$ cat src/eipu_pkg.sv
// Constants and types shared by the external pin interrupt unit
package eipu_pkg;

   // Register indices; byte address is four times the index
   localparam logic [7:0]  EIPU_IDX_PC_MASK    = 8'h10;
   localparam logic [7:0]  EIPU_IDX_PC_FLAG    = 8'h11;
   localparam logic [7:0]  EIPU_IDX_PC_CTRL    = 8'h12;
   localparam logic [7:0]  EIPU_IDX_EXT_MASK   = 8'h13;
   localparam logic [7:0]  EIPU_IDX_EXT_FLAG   = 8'h14;
   localparam logic [7:0]  EIPU_IDX_EXT_SENSE  = 8'h15;
   localparam logic [7:0]  EIPU_IDX_IRQ_STATUS = 8'h16;
   localparam logic [7:0]  EIPU_IDX_IRQ_MASK   = 8'h17;
   localparam logic [7:0]  EIPU_IDX_NONE       = 8'hff;

   // Field positions
   localparam int          EIPU_FLAG_BIT       = 0;
   localparam int          EIPU_ENABLE_BIT     = 0;
   localparam int          EIPU_SENSE_LSB      = 0;
   localparam int          EIPU_SENSE_MSB      = 1;
   localparam int          EIPU_STAT_EXT_BIT   = 0;
   localparam int          EIPU_STAT_PC_BIT    = 1;
   localparam int          EIPU_PC_PINS        = 4;
   localparam int          EIPU_STAT_W         = 2;

   // Reset values
   localparam logic [3:0]  EIPU_PC_MASK_RST    = 4'h0;
   localparam logic [1:0]  EIPU_SENSE_RST      = 2'h0;
   localparam logic [1:0]  EIPU_STAT_RST       = 2'h0;
   localparam logic        EIPU_BIT_RST        = 1'b0;
   localparam logic        EIPU_PIN_IDLE       = 1'b1;

   // Dispatch vectors
   localparam logic [15:0] EIPU_VEC_EXT        = 16'h0001;
   localparam logic [15:0] EIPU_VEC_PINCHG     = 16'h0002;
   localparam logic [15:0] EIPU_VEC_NONE       = 16'h0000;

   // Synchroniser depth
   localparam int          EIPU_SYNC_STAGES    = 2;

   typedef enum logic [1:0] {
      EIPU_SENSE_LOW  = 2'b00,
      EIPU_SENSE_ANY  = 2'b01,
      EIPU_SENSE_FALL = 2'b10,
      EIPU_SENSE_RISE = 2'b11
   } eipu_sense_t;

endpackage : eipu_pkg

$ cat src/eipu_sync_edge.sv
// Two-stage pin synchroniser with edge detection on the sampled value
`timescale 1ns/10ps
module eipu_sync_edge
   import eipu_pkg::*;
#(
   parameter int WIDTH = 1
) (
   input  wire logic             sys_clk_i,
   input  wire logic             rstn_i,
   input  wire logic [WIDTH-1:0] pin_i,
   output logic      [WIDTH-1:0] level_o,
   output logic      [WIDTH-1:0] rise_o,
   output logic      [WIDTH-1:0] fall_o,
   output logic      [WIDTH-1:0] change_o
);

   logic [WIDTH-1:0] meta;
   logic [WIDTH-1:0] prev;

   // Only the second stage reads the first one
   // Reset to the pulled-up idle level, so release shows no false edge or low level
   always_ff @(posedge sys_clk_i) begin
      if (!rstn_i) begin
         meta    <= {WIDTH{EIPU_PIN_IDLE}};
         level_o <= {WIDTH{EIPU_PIN_IDLE}};
         prev    <= {WIDTH{EIPU_PIN_IDLE}};
      end else begin
         meta    <= pin_i;
         level_o <= meta;
         prev    <= level_o;
      end
   end

   // Edges are taken from the synchronised value and its previous sample
   assign rise_o   = level_o & ~prev;
   assign fall_o   = ~level_o & prev;
   assign change_o = level_o ^ prev;

endmodule : eipu_sync_edge

$ cat src/eipu_top.sv
// External pin interrupt unit with AHB-Lite register access
`timescale 1ns/10ps
// Functional notes
// Pin interrupt request only while global and external enable are both set.
// Sense field bits 1:0: low level, any change, falling, rising edge.
// Pin is sampled into the clock domain before edges are detected.
// Pulses longer than one clock period are recognised in edge modes.
// Outside party holds pin low until current instruction completes.
// Reserved register bits read zero; writes to them do nothing.
// Pin activity raises requests even when pin is an output.
// Edge or change trigger sets the external flag, bit 0.
// Flags clear on dispatch or by writing one to them.
// In low-level mode flag stays zero; request follows pin level.
// Pin-change request only while its enable and global enable set.
// Change on any masked pin sets the pin-change flag, bit 0.
// Each mask bit enables change detection on its own pin.
// Each request dispatches to its own vector.
// External vector 0x0001, pin-change vector 0x0002.
// Pin-change detection needs no I/O clock history of its own; code compares clocked current and previous samples.
// Low-level detection is level based; edges need the running clock.
// Two-stage synchroniser per pin, current versus previous sample.
module eipu_top
   import eipu_pkg::*;
#(
   parameter int PC_PINS = EIPU_PC_PINS
) (
   input  wire logic               sys_clk_i,
   input  wire logic               rstn_i,
   input  wire logic               hsel_i,
   input  wire logic [31:0]        haddr_i,
   input  wire logic [1:0]         htrans_i,
   input  wire logic               hwrite_i,
   input  wire logic [2:0]         hsize_i,
   input  wire logic [31:0]        hwdata_i,
   input  wire logic               hready_i,
   output logic      [31:0]        hrdata_o,
   output logic                    hreadyout_o,
   output logic                    hresp_o,
   input  wire logic               ext_irq_pin_i,
   input  wire logic [PC_PINS-1:0] pinchg_pin_i,
   input  wire logic               global_irq_en_i,
   input  wire logic               ext_ack_i,
   input  wire logic               pinchg_ack_i,
   output logic                    ext_req_o,
   output logic                    pinchg_request_o,
   output logic      [15:0]        vector_o,
   output logic                    irq_o
);

   // Addresses outside the first 1024 bytes or misaligned map to a dead index
   function automatic logic [7:0] reg_idx(input logic [31:0] addr);
      logic [7:0] idx;
      idx = EIPU_IDX_NONE;
      if (addr[31:10] == 22'h0 && addr[1:0] == 2'b00) begin
         idx = addr[9:2];
      end
      return idx;
   endfunction : reg_idx

   logic [PC_PINS-1:0] pinchg_mask_bits;
   logic               pinchg_flag;
   logic               pinchg_irq_enable;
   logic               ext_enable;
   logic               ext_irq_flag;
   eipu_sense_t        sense_sel;
   logic [1:0]         irq_status;
   logic [1:0]         irq_mask;

   logic               wr_pend;
   logic [7:0]         wr_idx;
   logic [7:0]         rd_idx;
   logic [31:0]        next_rdata;
   logic               addr_phase;

   logic               ext_lvl;
   logic               ext_rise;
   logic               ext_fall;
   logic               ext_chg;
   logic [PC_PINS-1:0] pc_lvl;
   logic [PC_PINS-1:0] pc_chg;
   logic               ext_evt;
   logic               pc_evt;
   logic               ext_low_active;
   logic               next_ext_req;
   logic               next_pc_req;
   logic               ext_flag_clr;
   logic               pc_flag_clr;
   logic [1:0]         stat_clr;

   // Pins are read whatever their direction, so software can drive them  (see)
   eipu_sync_edge #(
      .WIDTH    (1)
   ) u_ext_sync (
      .sys_clk_i(sys_clk_i),
      .rstn_i   (rstn_i),
      .pin_i    (ext_irq_pin_i),
      .level_o  (ext_lvl),
      .rise_o   (ext_rise),
      .fall_o   (ext_fall),
      .change_o (ext_chg)
   ); // see see

   eipu_sync_edge #(
      .WIDTH    (PC_PINS)
   ) u_pc_sync (
      .sys_clk_i(sys_clk_i),
      .rstn_i   (rstn_i),
      .pin_i    (pinchg_pin_i),
      .level_o  (pc_lvl),
      .rise_o   (),
      .fall_o   (),
      .change_o (pc_chg)
   );

   // Trigger selection for the dedicated pin
   always_comb begin
      ext_evt = 1'b0;
      case (sense_sel)
         EIPU_SENSE_ANY:  ext_evt = ext_chg;
         EIPU_SENSE_FALL: ext_evt = ext_fall;
         EIPU_SENSE_RISE: ext_evt = ext_rise;
         default:         ext_evt = 1'b0;
      endcase
   end

   // Level needs no previous sample, unlike the edge modes  (see)
   assign ext_low_active = (sense_sel == EIPU_SENSE_LOW) && !ext_lvl;
   assign pc_evt         = |(pc_chg & pinchg_mask_bits); // see

   // AHB-Lite address phase
   assign addr_phase = hsel_i && htrans_i[1] && hready_i;

   always_comb begin
      next_rdata = 32'h0000_0000;
      if (reg_idx(haddr_i) == EIPU_IDX_PC_MASK) begin
         next_rdata[PC_PINS-1:0] = pinchg_mask_bits;
      end else if (reg_idx(haddr_i) == EIPU_IDX_PC_FLAG) begin
         next_rdata[EIPU_FLAG_BIT] = pinchg_flag;
      end else if (reg_idx(haddr_i) == EIPU_IDX_PC_CTRL) begin
         next_rdata[EIPU_ENABLE_BIT] = pinchg_irq_enable;
      end else if (reg_idx(haddr_i) == EIPU_IDX_EXT_MASK) begin
         next_rdata[EIPU_ENABLE_BIT] = ext_enable;
      end else if (reg_idx(haddr_i) == EIPU_IDX_EXT_FLAG) begin
         next_rdata[EIPU_FLAG_BIT] = ext_irq_flag;
      end else if (reg_idx(haddr_i) == EIPU_IDX_EXT_SENSE) begin
         next_rdata[EIPU_SENSE_MSB:EIPU_SENSE_LSB] = sense_sel;
      end else if (reg_idx(haddr_i) == EIPU_IDX_IRQ_STATUS) begin
         next_rdata[EIPU_STAT_W-1:0] = irq_status;
      end else if (reg_idx(haddr_i) == EIPU_IDX_IRQ_MASK) begin
         next_rdata[EIPU_STAT_W-1:0] = irq_mask;
      end
   end

   // Zero wait states; the response never errors
   always_ff @(posedge sys_clk_i) begin
      if (!rstn_i) begin
         hrdata_o    <= 32'h0000_0000;
         hreadyout_o <= 1'b0;
         hresp_o     <= 1'b0;
         wr_pend     <= 1'b0;
         wr_idx      <= EIPU_IDX_NONE;
         rd_idx      <= EIPU_IDX_NONE;
      end else begin
         hreadyout_o <= 1'b1;
         hresp_o     <= 1'b0;
         wr_pend     <= addr_phase && hwrite_i;
         wr_idx      <= addr_phase ? reg_idx(haddr_i) : EIPU_IDX_NONE;
         rd_idx      <= (addr_phase && !hwrite_i) ? reg_idx(haddr_i) : EIPU_IDX_NONE;
         if (addr_phase && !hwrite_i) begin
            hrdata_o <= next_rdata;
         end
      end
   end

   // Control registers; only the documented bits are stored
   always_ff @(posedge sys_clk_i) begin
      if (!rstn_i) begin
         pinchg_mask_bits  <= EIPU_PC_MASK_RST;
         pinchg_irq_enable <= EIPU_BIT_RST;
         ext_enable        <= EIPU_BIT_RST;
         sense_sel         <= eipu_sense_t'(EIPU_SENSE_RST);
         irq_mask          <= EIPU_STAT_RST;
      end else if (wr_pend) begin
         if (wr_idx == EIPU_IDX_PC_MASK) begin
            pinchg_mask_bits <= hwdata_i[PC_PINS-1:0];
         end else if (wr_idx == EIPU_IDX_PC_CTRL) begin
            pinchg_irq_enable <= hwdata_i[EIPU_ENABLE_BIT];
         end else if (wr_idx == EIPU_IDX_EXT_MASK) begin
            ext_enable <= hwdata_i[EIPU_ENABLE_BIT];
         end else if (wr_idx == EIPU_IDX_EXT_SENSE) begin
            sense_sel <= eipu_sense_t'(hwdata_i[EIPU_SENSE_MSB:EIPU_SENSE_LSB]);
         end else if (wr_idx == EIPU_IDX_IRQ_MASK) begin
            irq_mask <= hwdata_i[EIPU_STAT_W-1:0];
         end
      end
   end

   assign ext_flag_clr = ext_ack_i || (wr_pend && wr_idx == EIPU_IDX_EXT_FLAG && hwdata_i[EIPU_FLAG_BIT]);
   assign pc_flag_clr  = pinchg_ack_i || (wr_pend && wr_idx == EIPU_IDX_PC_FLAG && hwdata_i[EIPU_FLAG_BIT]);
   assign stat_clr     = (wr_pend && wr_idx == EIPU_IDX_IRQ_STATUS) ? hwdata_i[EIPU_STAT_W-1:0] : 2'b00;

   // Flags: a new event in the clearing cycle wins over the clear
   always_ff @(posedge sys_clk_i) begin
      if (!rstn_i) begin
         ext_irq_flag <= EIPU_BIT_RST;
      end else if (sense_sel == EIPU_SENSE_LOW) begin
         ext_irq_flag <= 1'b0;
      end else begin
         ext_irq_flag <= ext_evt || (ext_irq_flag && !ext_flag_clr); // see
      end
   end

   always_ff @(posedge sys_clk_i) begin
      if (!rstn_i) begin
         pinchg_flag <= EIPU_BIT_RST;
      end else begin
         pinchg_flag <= pc_evt || (pinchg_flag && !pc_flag_clr); // see
      end
   end

   // Sticky event status for the summary interrupt line
   always_ff @(posedge sys_clk_i) begin
      if (!rstn_i) begin
         irq_status <= EIPU_STAT_RST;
      end else begin
         irq_status[EIPU_STAT_EXT_BIT] <= (ext_evt || ext_low_active)
                                          || (irq_status[EIPU_STAT_EXT_BIT] && !stat_clr[EIPU_STAT_EXT_BIT]);
         irq_status[EIPU_STAT_PC_BIT]  <= pc_evt
                                          || (irq_status[EIPU_STAT_PC_BIT] && !stat_clr[EIPU_STAT_PC_BIT]);
      end
   end

   // Low level drives the request directly; edges go through the flag
   assign next_ext_req = global_irq_en_i && ext_enable
                         && ((sense_sel == EIPU_SENSE_LOW) ? !ext_lvl : ext_irq_flag); // see
   assign next_pc_req  = global_irq_en_i && pinchg_irq_enable && pinchg_flag;

   // Request outputs and vector; the lower vector has priority
   always_ff @(posedge sys_clk_i) begin
      if (!rstn_i) begin
         ext_req_o        <= 1'b0;
         pinchg_request_o <= 1'b0;
         vector_o         <= EIPU_VEC_NONE;
         irq_o            <= 1'b0;
      end else begin
         ext_req_o        <= next_ext_req;
         pinchg_request_o <= next_pc_req;
         irq_o            <= |(irq_status & irq_mask);
         if (next_ext_req) begin
            vector_o <= EIPU_VEC_EXT; // see
         end else if (next_pc_req) begin
            vector_o <= EIPU_VEC_PINCHG; // see
         end else begin
            vector_o <= EIPU_VEC_NONE;
         end
      end
   end

   AST_EXT_REQ_GATED: assert property (@(posedge sys_clk_i) disable iff (!rstn_i)
      ext_req_o |-> $past(global_irq_en_i) && $past(ext_enable))
      else $error("external request without both enables");

   AST_LEVEL_FLAG_ZERO: assert property (@(posedge sys_clk_i) disable iff (!rstn_i)
      $past(sense_sel == EIPU_SENSE_LOW) |-> !ext_irq_flag)
      else $error("external flag set in low level mode");

   AST_LEVEL_REQ: assert property (@(posedge sys_clk_i) disable iff (!rstn_i)
      (sense_sel == EIPU_SENSE_LOW && global_irq_en_i && ext_enable && !ext_lvl) |=> ext_req_o)
      else $error("low level did not raise request");

   AST_LEVEL_RELEASE: assert property (@(posedge sys_clk_i) disable iff (!rstn_i)
      (sense_sel == EIPU_SENSE_LOW && ext_lvl) |=> !ext_req_o)
      else $error("low level request stayed after pin went high");

   AST_FALL_SETS_FLAG: assert property (@(posedge sys_clk_i) disable iff (!rstn_i)
      (sense_sel == EIPU_SENSE_FALL && ext_fall) |=> ext_irq_flag)
      else $error("falling edge missed");

   AST_RISE_SETS_FLAG: assert property (@(posedge sys_clk_i) disable iff (!rstn_i)
      (sense_sel == EIPU_SENSE_RISE && ext_rise) |=> ext_irq_flag)
      else $error("rising edge missed");

   AST_ANY_SETS_FLAG: assert property (@(posedge sys_clk_i) disable iff (!rstn_i)
      (sense_sel == EIPU_SENSE_ANY && ext_chg) |=> ext_irq_flag)
      else $error("pin change missed in any change mode");

   AST_RISE_ONLY: assert property (@(posedge sys_clk_i) disable iff (!rstn_i)
      (sense_sel == EIPU_SENSE_RISE && !ext_rise && !ext_irq_flag) |=> !ext_irq_flag)
      else $error("flag set without rising edge");

   AST_FALL_ONLY: assert property (@(posedge sys_clk_i) disable iff (!rstn_i)
      (sense_sel == EIPU_SENSE_FALL && !ext_fall && !ext_irq_flag) |=> !ext_irq_flag)
      else $error("flag set without falling edge");

   AST_SYNC_TWO_STAGE: assert property (@(posedge sys_clk_i) disable iff (!rstn_i)
      $past(rstn_i, 2) |-> ext_lvl == $past(ext_irq_pin_i, 2))
      else $error("pin level not delayed by two stages");

   AST_PIN_TO_FLAG: assert property (@(posedge sys_clk_i) disable iff (!rstn_i)
      (|((pc_lvl ^ $past(pc_lvl)) & pinchg_mask_bits)) |=> pinchg_flag)
      else $error("masked pin change missed");

   AST_PC_MASKED: assert property (@(posedge sys_clk_i) disable iff (!rstn_i)
      (!(|(pc_chg & pinchg_mask_bits)) && !pinchg_flag) |=> !pinchg_flag)
      else $error("unmasked pin set the flag");

   AST_W1C_EXT: assert property (@(posedge sys_clk_i) disable iff (!rstn_i)
      (wr_pend && wr_idx == EIPU_IDX_EXT_FLAG && hwdata_i[0] && !ext_evt) |=> !ext_irq_flag)
      else $error("write one did not clear external flag");

   AST_W1C_PC: assert property (@(posedge sys_clk_i) disable iff (!rstn_i)
      (wr_pend && wr_idx == EIPU_IDX_PC_FLAG && hwdata_i[0] && !pc_evt) |=> !pinchg_flag)
      else $error("write one did not clear pin change flag");

   AST_ACK_EXT: assert property (@(posedge sys_clk_i) disable iff (!rstn_i)
      (ext_ack_i && !ext_evt) |=> !ext_irq_flag)
      else $error("dispatch did not clear external flag");

   AST_ACK_PC: assert property (@(posedge sys_clk_i) disable iff (!rstn_i)
      (pinchg_ack_i && !pc_evt) |=> !pinchg_flag)
      else $error("dispatch did not clear pin change flag");

   AST_PC_REQ: assert property (@(posedge sys_clk_i) disable iff (!rstn_i)
      (pinchg_flag && global_irq_en_i && pinchg_irq_enable) |=> pinchg_request_o)
      else $error("pin change request not raised");

   AST_PC_GATED: assert property (@(posedge sys_clk_i) disable iff (!rstn_i)
      pinchg_request_o |-> $past(global_irq_en_i) && $past(pinchg_irq_enable))
      else $error("pin change request without both enables");

   AST_VECTORS: assert property (@(posedge sys_clk_i) disable iff (!rstn_i)
      (ext_req_o |-> vector_o == 16'h0001) and ((pinchg_request_o && !ext_req_o) |-> vector_o == 16'h0002))
      else $error("wrong dispatch vector");

   AST_RESERVED_ZERO: assert property (@(posedge sys_clk_i) disable iff (!rstn_i)
      (rd_idx == EIPU_IDX_EXT_FLAG || rd_idx == EIPU_IDX_PC_FLAG) |-> hrdata_o[31:1] == 31'h0)
      else $error("reserved flag bits read nonzero");

   AST_RESERVED_CTRL: assert property (@(posedge sys_clk_i) disable iff (!rstn_i)
      (rd_idx == EIPU_IDX_PC_CTRL || rd_idx == EIPU_IDX_EXT_MASK) |-> hrdata_o[31:1] == 31'h0)
      else $error("reserved enable bits read nonzero");

   AST_RESERVED_SENSE: assert property (@(posedge sys_clk_i) disable iff (!rstn_i)
      (rd_idx == EIPU_IDX_EXT_SENSE) |-> hrdata_o[31:2] == 30'h0)
      else $error("reserved sense bits read nonzero");

   AST_RESERVED_MASK: assert property (@(posedge sys_clk_i) disable iff (!rstn_i)
      (rd_idx == EIPU_IDX_PC_MASK) |-> hrdata_o[31:PC_PINS] == '0)
      else $error("reserved mask bits read nonzero");

endmodule : eipu_top

$ cat config.mk
export PLATFORM = sky130hd
export DESIGN_NAME = eipu_top
export DESIGN_NICKNAME = d
export VERILOG_FILES = /design/src/eipu_pkg.sv /design/src/eipu_sync_edge.sv /design/src/eipu_top.sv
export SDC_FILE = /design/constraint.sdc
export NUM_CORES = 1
export LEC_CHECK = 0
export BUFFER_PORTS_ARGS = -buffer_cell sky130_fd_sc_hd__buf_2
export CAP_MARGIN = 5
export CELL_PAD_IN_SITES_DETAIL_PLACEMENT = 1
export CELL_PAD_IN_SITES_GLOBAL_PLACEMENT = 1
export CORE_MARGIN = 2
export CORE_UTILIZATION = 30
export DETAILED_ROUTE_END_ITERATION = 8
export MAX_ROUTING_LAYER = met4
export PLACE_DENSITY_LB_ADDON = 0.1
export SLEW_MARGIN = 0
export SYNTH_ARGS = -nofsm -noshare
export SYNTH_HDL_FRONTEND = slang
export SYNTH_SLANG_ARGS = --single-unit
$ cat constraint.sdc
create_clock -name sys_clk_i -period 2.1 [get_ports sys_clk_i]
set_input_delay 0.525 -clock sys_clk_i [delete_from_list [all_inputs] [get_ports sys_clk_i]]
set_output_delay 0.525 -clock sys_clk_i [all_outputs]
set_load 0.005 [all_outputs]
Word-level counts from Yosys, hierarchy flattened. Index checks and enable logic that the tools add are counted.

Register bits: 48. Input port bits: 82. Output and inout port bits: 53. Logic and storage cells: 148.

Equality and inequality tests: 19. Multiplexer cells: 48. Bitwise operators: 13. Reductions and logical operators: 45.

Operators by type and width (count): two-way mux 8 bit (29); equality test 8 x 5 -> 1 bit (second input constant) (16); zero test 22 bit (1); logical AND 1 bit (19); two-way mux 2 bit (7); two-way mux 1 bit (11); logical OR 1 bit (7); inverter 1 bit (7); zero test 1 bit (6); AND reduction 6 bit (1); OR reduction 2 bit (3); AND reduction 5 bit (1); bitwise AND 4 bit (1); equality test 2 bit (second input constant) (2); zero test 2 bit (2); AND reduction 2 bit (2); AND reduction 4 bit (1); OR reduction 4 bit (1); XOR 4 bit (1); one-hot mux 1 bit (3 select lines) (1); AND reduction 3 bit (1); bitwise AND 1 bit (2); bitwise AND 2 bit (1); equality test 2 x 1 -> 1 bit (second input constant) (1); XOR 1 bit (1).

Depth between registers and ports, before layout.
Depth in word-level cells: 47. Depth in mapped cells: 6.

By module. A second synthesis with hierarchy kept.

Cell total of the unflattened synthesis: 248. Area, all modules: 2377.3 µm².

By module, submodules not included: eipu_top (instances 1, cells each 192, area each 1778.0 µm²); eipu_sync_edge (u_pc_sync) (instances 1, cells each 45, area each 484.2 µm²); eipu_sync_edge (u_ext_sync) (instances 1, cells each 11, area each 115.1 µm²).

Worst setup path after synthesis. OpenSTA, ideal clock, no wires.

Path kind: register to register. From: register wr_idx[3]. To: register sense_sel[1]. Arrival: 1.648 ns. Slack: 0.324 ns. Cell stages (with the launch flop): 6. Buffers on the path: 1. Clock period less this slack: 1.776 ns. Cell sequence: dfxtp_1 -> or4b_1 -> buf_2 -> or4b_4 -> mux2i_1 -> nor2_1.

Cells in the longest elaborated chain, start to end: 3.

Ends and longest elaborated chain: start: declaration (line eipu_top.sv:70) `logic [7:0] wr_idx;`; start signal: assignment (line eipu_top.sv:167) `wr_idx <= addr_phase ? reg_idx(haddr_i) : EIPU_IDX_NONE;`; equality test 8 x 5 -> 1 bit, on equally long branches (line eipu_top.sv:188, eipu_top.sv:184, eipu_top.sv:186); inverter 1 bit (no source line); AND reduction 5 bit (no source line) *; end signal: assignment (line eipu_top.sv:181) `sense_sel <= eipu_sense_t'(EIPU_SENSE_RST);`; end signal: assignment (line eipu_top.sv:191) `sense_sel <= eipu_sense_t'(hwdata_i[EIPU_SENSE_MSB:EIPU_SENSE_LSB]);`; end: declaration (line eipu_top.sv:65) `eipu_sense_t sense_sel;`.

Mark *: on every way between the ends. The rest lies on a longest branch, timed or not. A chain may end at the register's enable or synchronous reset.

Worst setup path after layout.
From: register wr_idx[3]. To: register ext_enable.

Cells in the longest elaborated chain, start to end: 3.

Ends and longest elaborated chain: equality test 8 x 5 -> 1 bit, on equally long branches (line eipu_top.sv:186, eipu_top.sv:184); inverter 1 bit (no source line); AND reduction 4 bit (no source line) *; end signal: assignment (line eipu_top.sv:189) `ext_enable <= hwdata_i[EIPU_ENABLE_BIT];`; end: declaration (line eipu_top.sv:63) `logic ext_enable;`.

Marked as above.

==> impl_metrics.py <==
metrics = {
    "layout": {
        "n_fill_cell": 860,
        "antenna_cells": 0,
        "final_cells": 399,
        "regArea_sq_um": 941,
        "drive_gt1_frac": 0.263,
        "fin_area_sq_mm": 0.00262,
        "area_delta_synth_final_pct": 16.5,
        "finalNetCount": 384,
        "multi_input_area_sq_mm": 0.00108,
    },
    "pwr": {
        "cellPowerDensity_mw_per_mm2": 639,
        "vdd_drop_max_mv": 0.323,
        "leakagePower_nw": 1.15,
    },
    "grt": {
        "grt_pass1_wl_um": 8380,
        "grt_use_total": 0.129,
        "grt_antenna_before_repair": 0,
        "grt_overflow": 0,
        "grt_max_degree": 21,
        "grt_pass1_vias": 1715,
    },
    "cts": {
        "clock-sinks": 47,
        "cts_buffer_depth": 2,
        "cts_buffers": 5,
        "clk_latency_ns": 0.30,
        "cts_tree": "done",
        "post-cts-setup-buffer-count": 0,
        "root_buffer": "clkbuf_8",
        "clk_pin_slew_ns": 0.08,
        "ctsHoldBuffers": 0,
        "cts_max_level": 2,
    },
    "setup_path": {
        "rrSetupSlack_ns": 0.13,
        "crit_path_max_fanout": 4,
        "crit_path_start_kind": "flip-flop",
        "crit_family": "simple AND/OR/NAND/NOR gates",
        "crit_required_ns": 2.29,
        "r2r_end": "ext_enable",
        "crit_type": "reg2reg",
        "timing.rr.start": "wr_idx[3]",
        "worst_setup_path_end_kind": "flip-flop",
        "reg2regPathDepth": 5,
        "crit_chain": "or4b_1 > buf_4 > nor4_1 > mux2i_1 > nor2_1",
        "crit_arrival_ns": 2.17,
        "cpPeakStageDelay_ns": 0.61,
        "critical_path_buf_inv_count": 1,
        "cp_slowest_cell": "or4b_1",
    },
    "synthesis": {
        "ys_warn_count": 0,
        "yosysMostFrequentCell": "dfxtp_1",
        "yosys.cell_types.count": 41,
        "ys_ff_latch": 47,
        "ys_top_cells_by_count": "47 x dfxtp_1, 44 x buf_4, 23 x nand2b_1",
        "yosysTopAreaCell": "dfxtp_1",
        "synth_edf_count": 0,
        "syn_area_per_cell_sq_um": 9.47,
        "async_flop_share": 0,
        "netlist_area_sq_mm": 0.00224,
        "synth_area_leaders": "dfxtp_1 42%, buf_4 15%, nand2b_1 6.4%",
        "synthCells": 237,
        "seq_area_frac_synth": 0.419,
        "synth.top_cell.area_share": 0.419,
        "synth-main-ff-cell": "dfxtp_1",
    },
    "floorplanning": {
        "initial_core_util": 0.309,
        "rows": 31,
        "die_area_sq_mm": 0.00819,
        "die_y_um": 90.5,
        "die_x_um": 90.5,
        "ios": 135,
        "core_area_sq_mm": 0.00725,
    },
    "detailed_routing": {
        "ant_nets": 0,
        "top_layer": "met4",
        "wl_per_cell_um": 12.6,
        "drt_iter0_drc": 62,
        "wl_met1_um": 2300,
        "drtPass1Iterations": 4,
        "wl_met3_um": 225,
        "num_vias": 1701,
        "wl_met2_um": 2450,
        "via_per_inst": 4.26,
        "wl_um": 5010,
        "drc": 0,
    },
    "sta": {
        "rsz0062_at_grt": "no",
        "max_freq_ghz": 0.506,
        "tightest_slew_ns": 0.512,
        "clock_skew_ns": 0.00353,
        "finalSetupViolCount": 0,
        "slew_viol_final": 0,
        "hold_violations": 0,
        "min_period_ns": 1.97,
        "fin_crit_sh": 0.940,
        "finalWorstSetupSlack_ns": 0.125,
        "slew_headroom": 0.655,
    },
    "place": {
        "globalplace.congestion": 0.765,
        "port_buffers": 59,
        "placed_area_sq_mm": 0.00251,
        "place_inst": 392,
        "post-place-ws_ns": 0.0346,
        "hpwl_um": 4060,
    },
    "flow_run": {
        "maxCapViolCount": 0,
    },
    "min_path": {
        "hold_path_class": "in2reg",
        "hold_end": "u_pc_sync.meta[3]",
        "hold_start": "pinchg_pin_i[3]",
        "min_path_cells": 2,
    },
    "outcome": {
        "outcome": "finished, final reports clean",
    },
}
==> cells in the final DEF (no fill, tap or decap), types with 3 or more instances in the layout <==
master    Yosys  routed
a22oi_1       3       3
buf_4        44       7
xor2_1        4       4
nor2_1       13      13
nand3_1       4       4
clkbuf_8      0       5
nand2_1       7       7
conb_1        1      43
nand2b_1     23      23
and4_1        4       4
o21ai_0       6       6
buf_2         1      59
a31oi_1       4       4
o31ai_1       4       4
nor4_1        8       8
inv_1         5       5
a21oi_1       6       6
dfxtp_1      47      47
mux2i_1      13      13
nor2b_1       3       3
==> sequential cells by signal, summed over array words and instances (netlist names), 2 cells and up <==
| name | flops |
|---|---|
| pinchg_mask_bits | 4 |
| sense_sel | 2 |
| hrdata_o | 4 |
| u_pc_sync.level_o | 4 |
| u_pc_sync.meta | 4 |
| wr_idx | 8 |
| irq_status | 2 |
| irq_mask | 2 |
| u_pc_sync.prev | 4 |
==> final cells by class <==
type	count	share of cell area
inverters	6	0.00861
clock buffers	6	0.0278
repair buffers	66	0.133
well taps	99	0.0474
multi-input cells	174	0.412
flip-flops and latches	47	0.360
clock inverters	1	0.0115
==> report_power, final <==
group	internal (W)	switching (W)	total, W
Sequential	0.000904	0.00000584	0.000910
Clock	0.000349	0.000289	0.000638
Combinational	0.0000555	0.0000677	0.000123
==> how the worst max path moves through the flow <==
stage,from,cells past startpoint,to
finish,wr_idx[3],5,ext_enable
global route,wr_idx[3],5,pinchg_flag
CTS,wr_idx[3],5,pinchg_flag
detailed placement,wr_idx[3],5,pinchg_flag
global placement,wr_idx[3],5,pinchg_flag
floorplan,wr_idx[3],5,sense_sel[1]
==> stage by stage <==
stage          power (W)  hold slack, ns  TNS [ns]  utilization
2_1_floorplan    0.00105           0.386         0            -
3_3_place_gp     0.00105           0.388   -0.0509        0.346
3_5_place_dp     0.00106           0.395         0        0.346
4_1_cts          0.00169           0.398         0        0.361
5_1_grt          0.00174           0.396         0        0.361
6_report         0.00167           0.402         0        0.361
==> timing repair <==
| action | in CTS | in global routing |
|---|---|---|
| gates resized for setup | 0 | 1 |
| endpoints found under the setup margin | 0 | 1 |
| endpoints found under the hold margin | 0 | 0 |
==> layer usage <==
metal / track usage / vias up
met1: 0.158 / 797
met2: 0.215 / 44
met4: 0.0346 / 0
met5: - / -
li1: - / 855
met3: 0.0301 / 5
==> logic make-up after synthesis <==
group           Yosys count  share of synthesized area
other cells               1                    0.00167
buf+inv                  58                      0.171
fa+ha+maj                 2                     0.0111
compound gates           28                     0.0797
flops                    47                      0.419
xor+xnor                  4                     0.0156
simple gates             82                      0.234
mux                      15                     0.0680
Note: power is estimated with default switching activity, not from simulation.
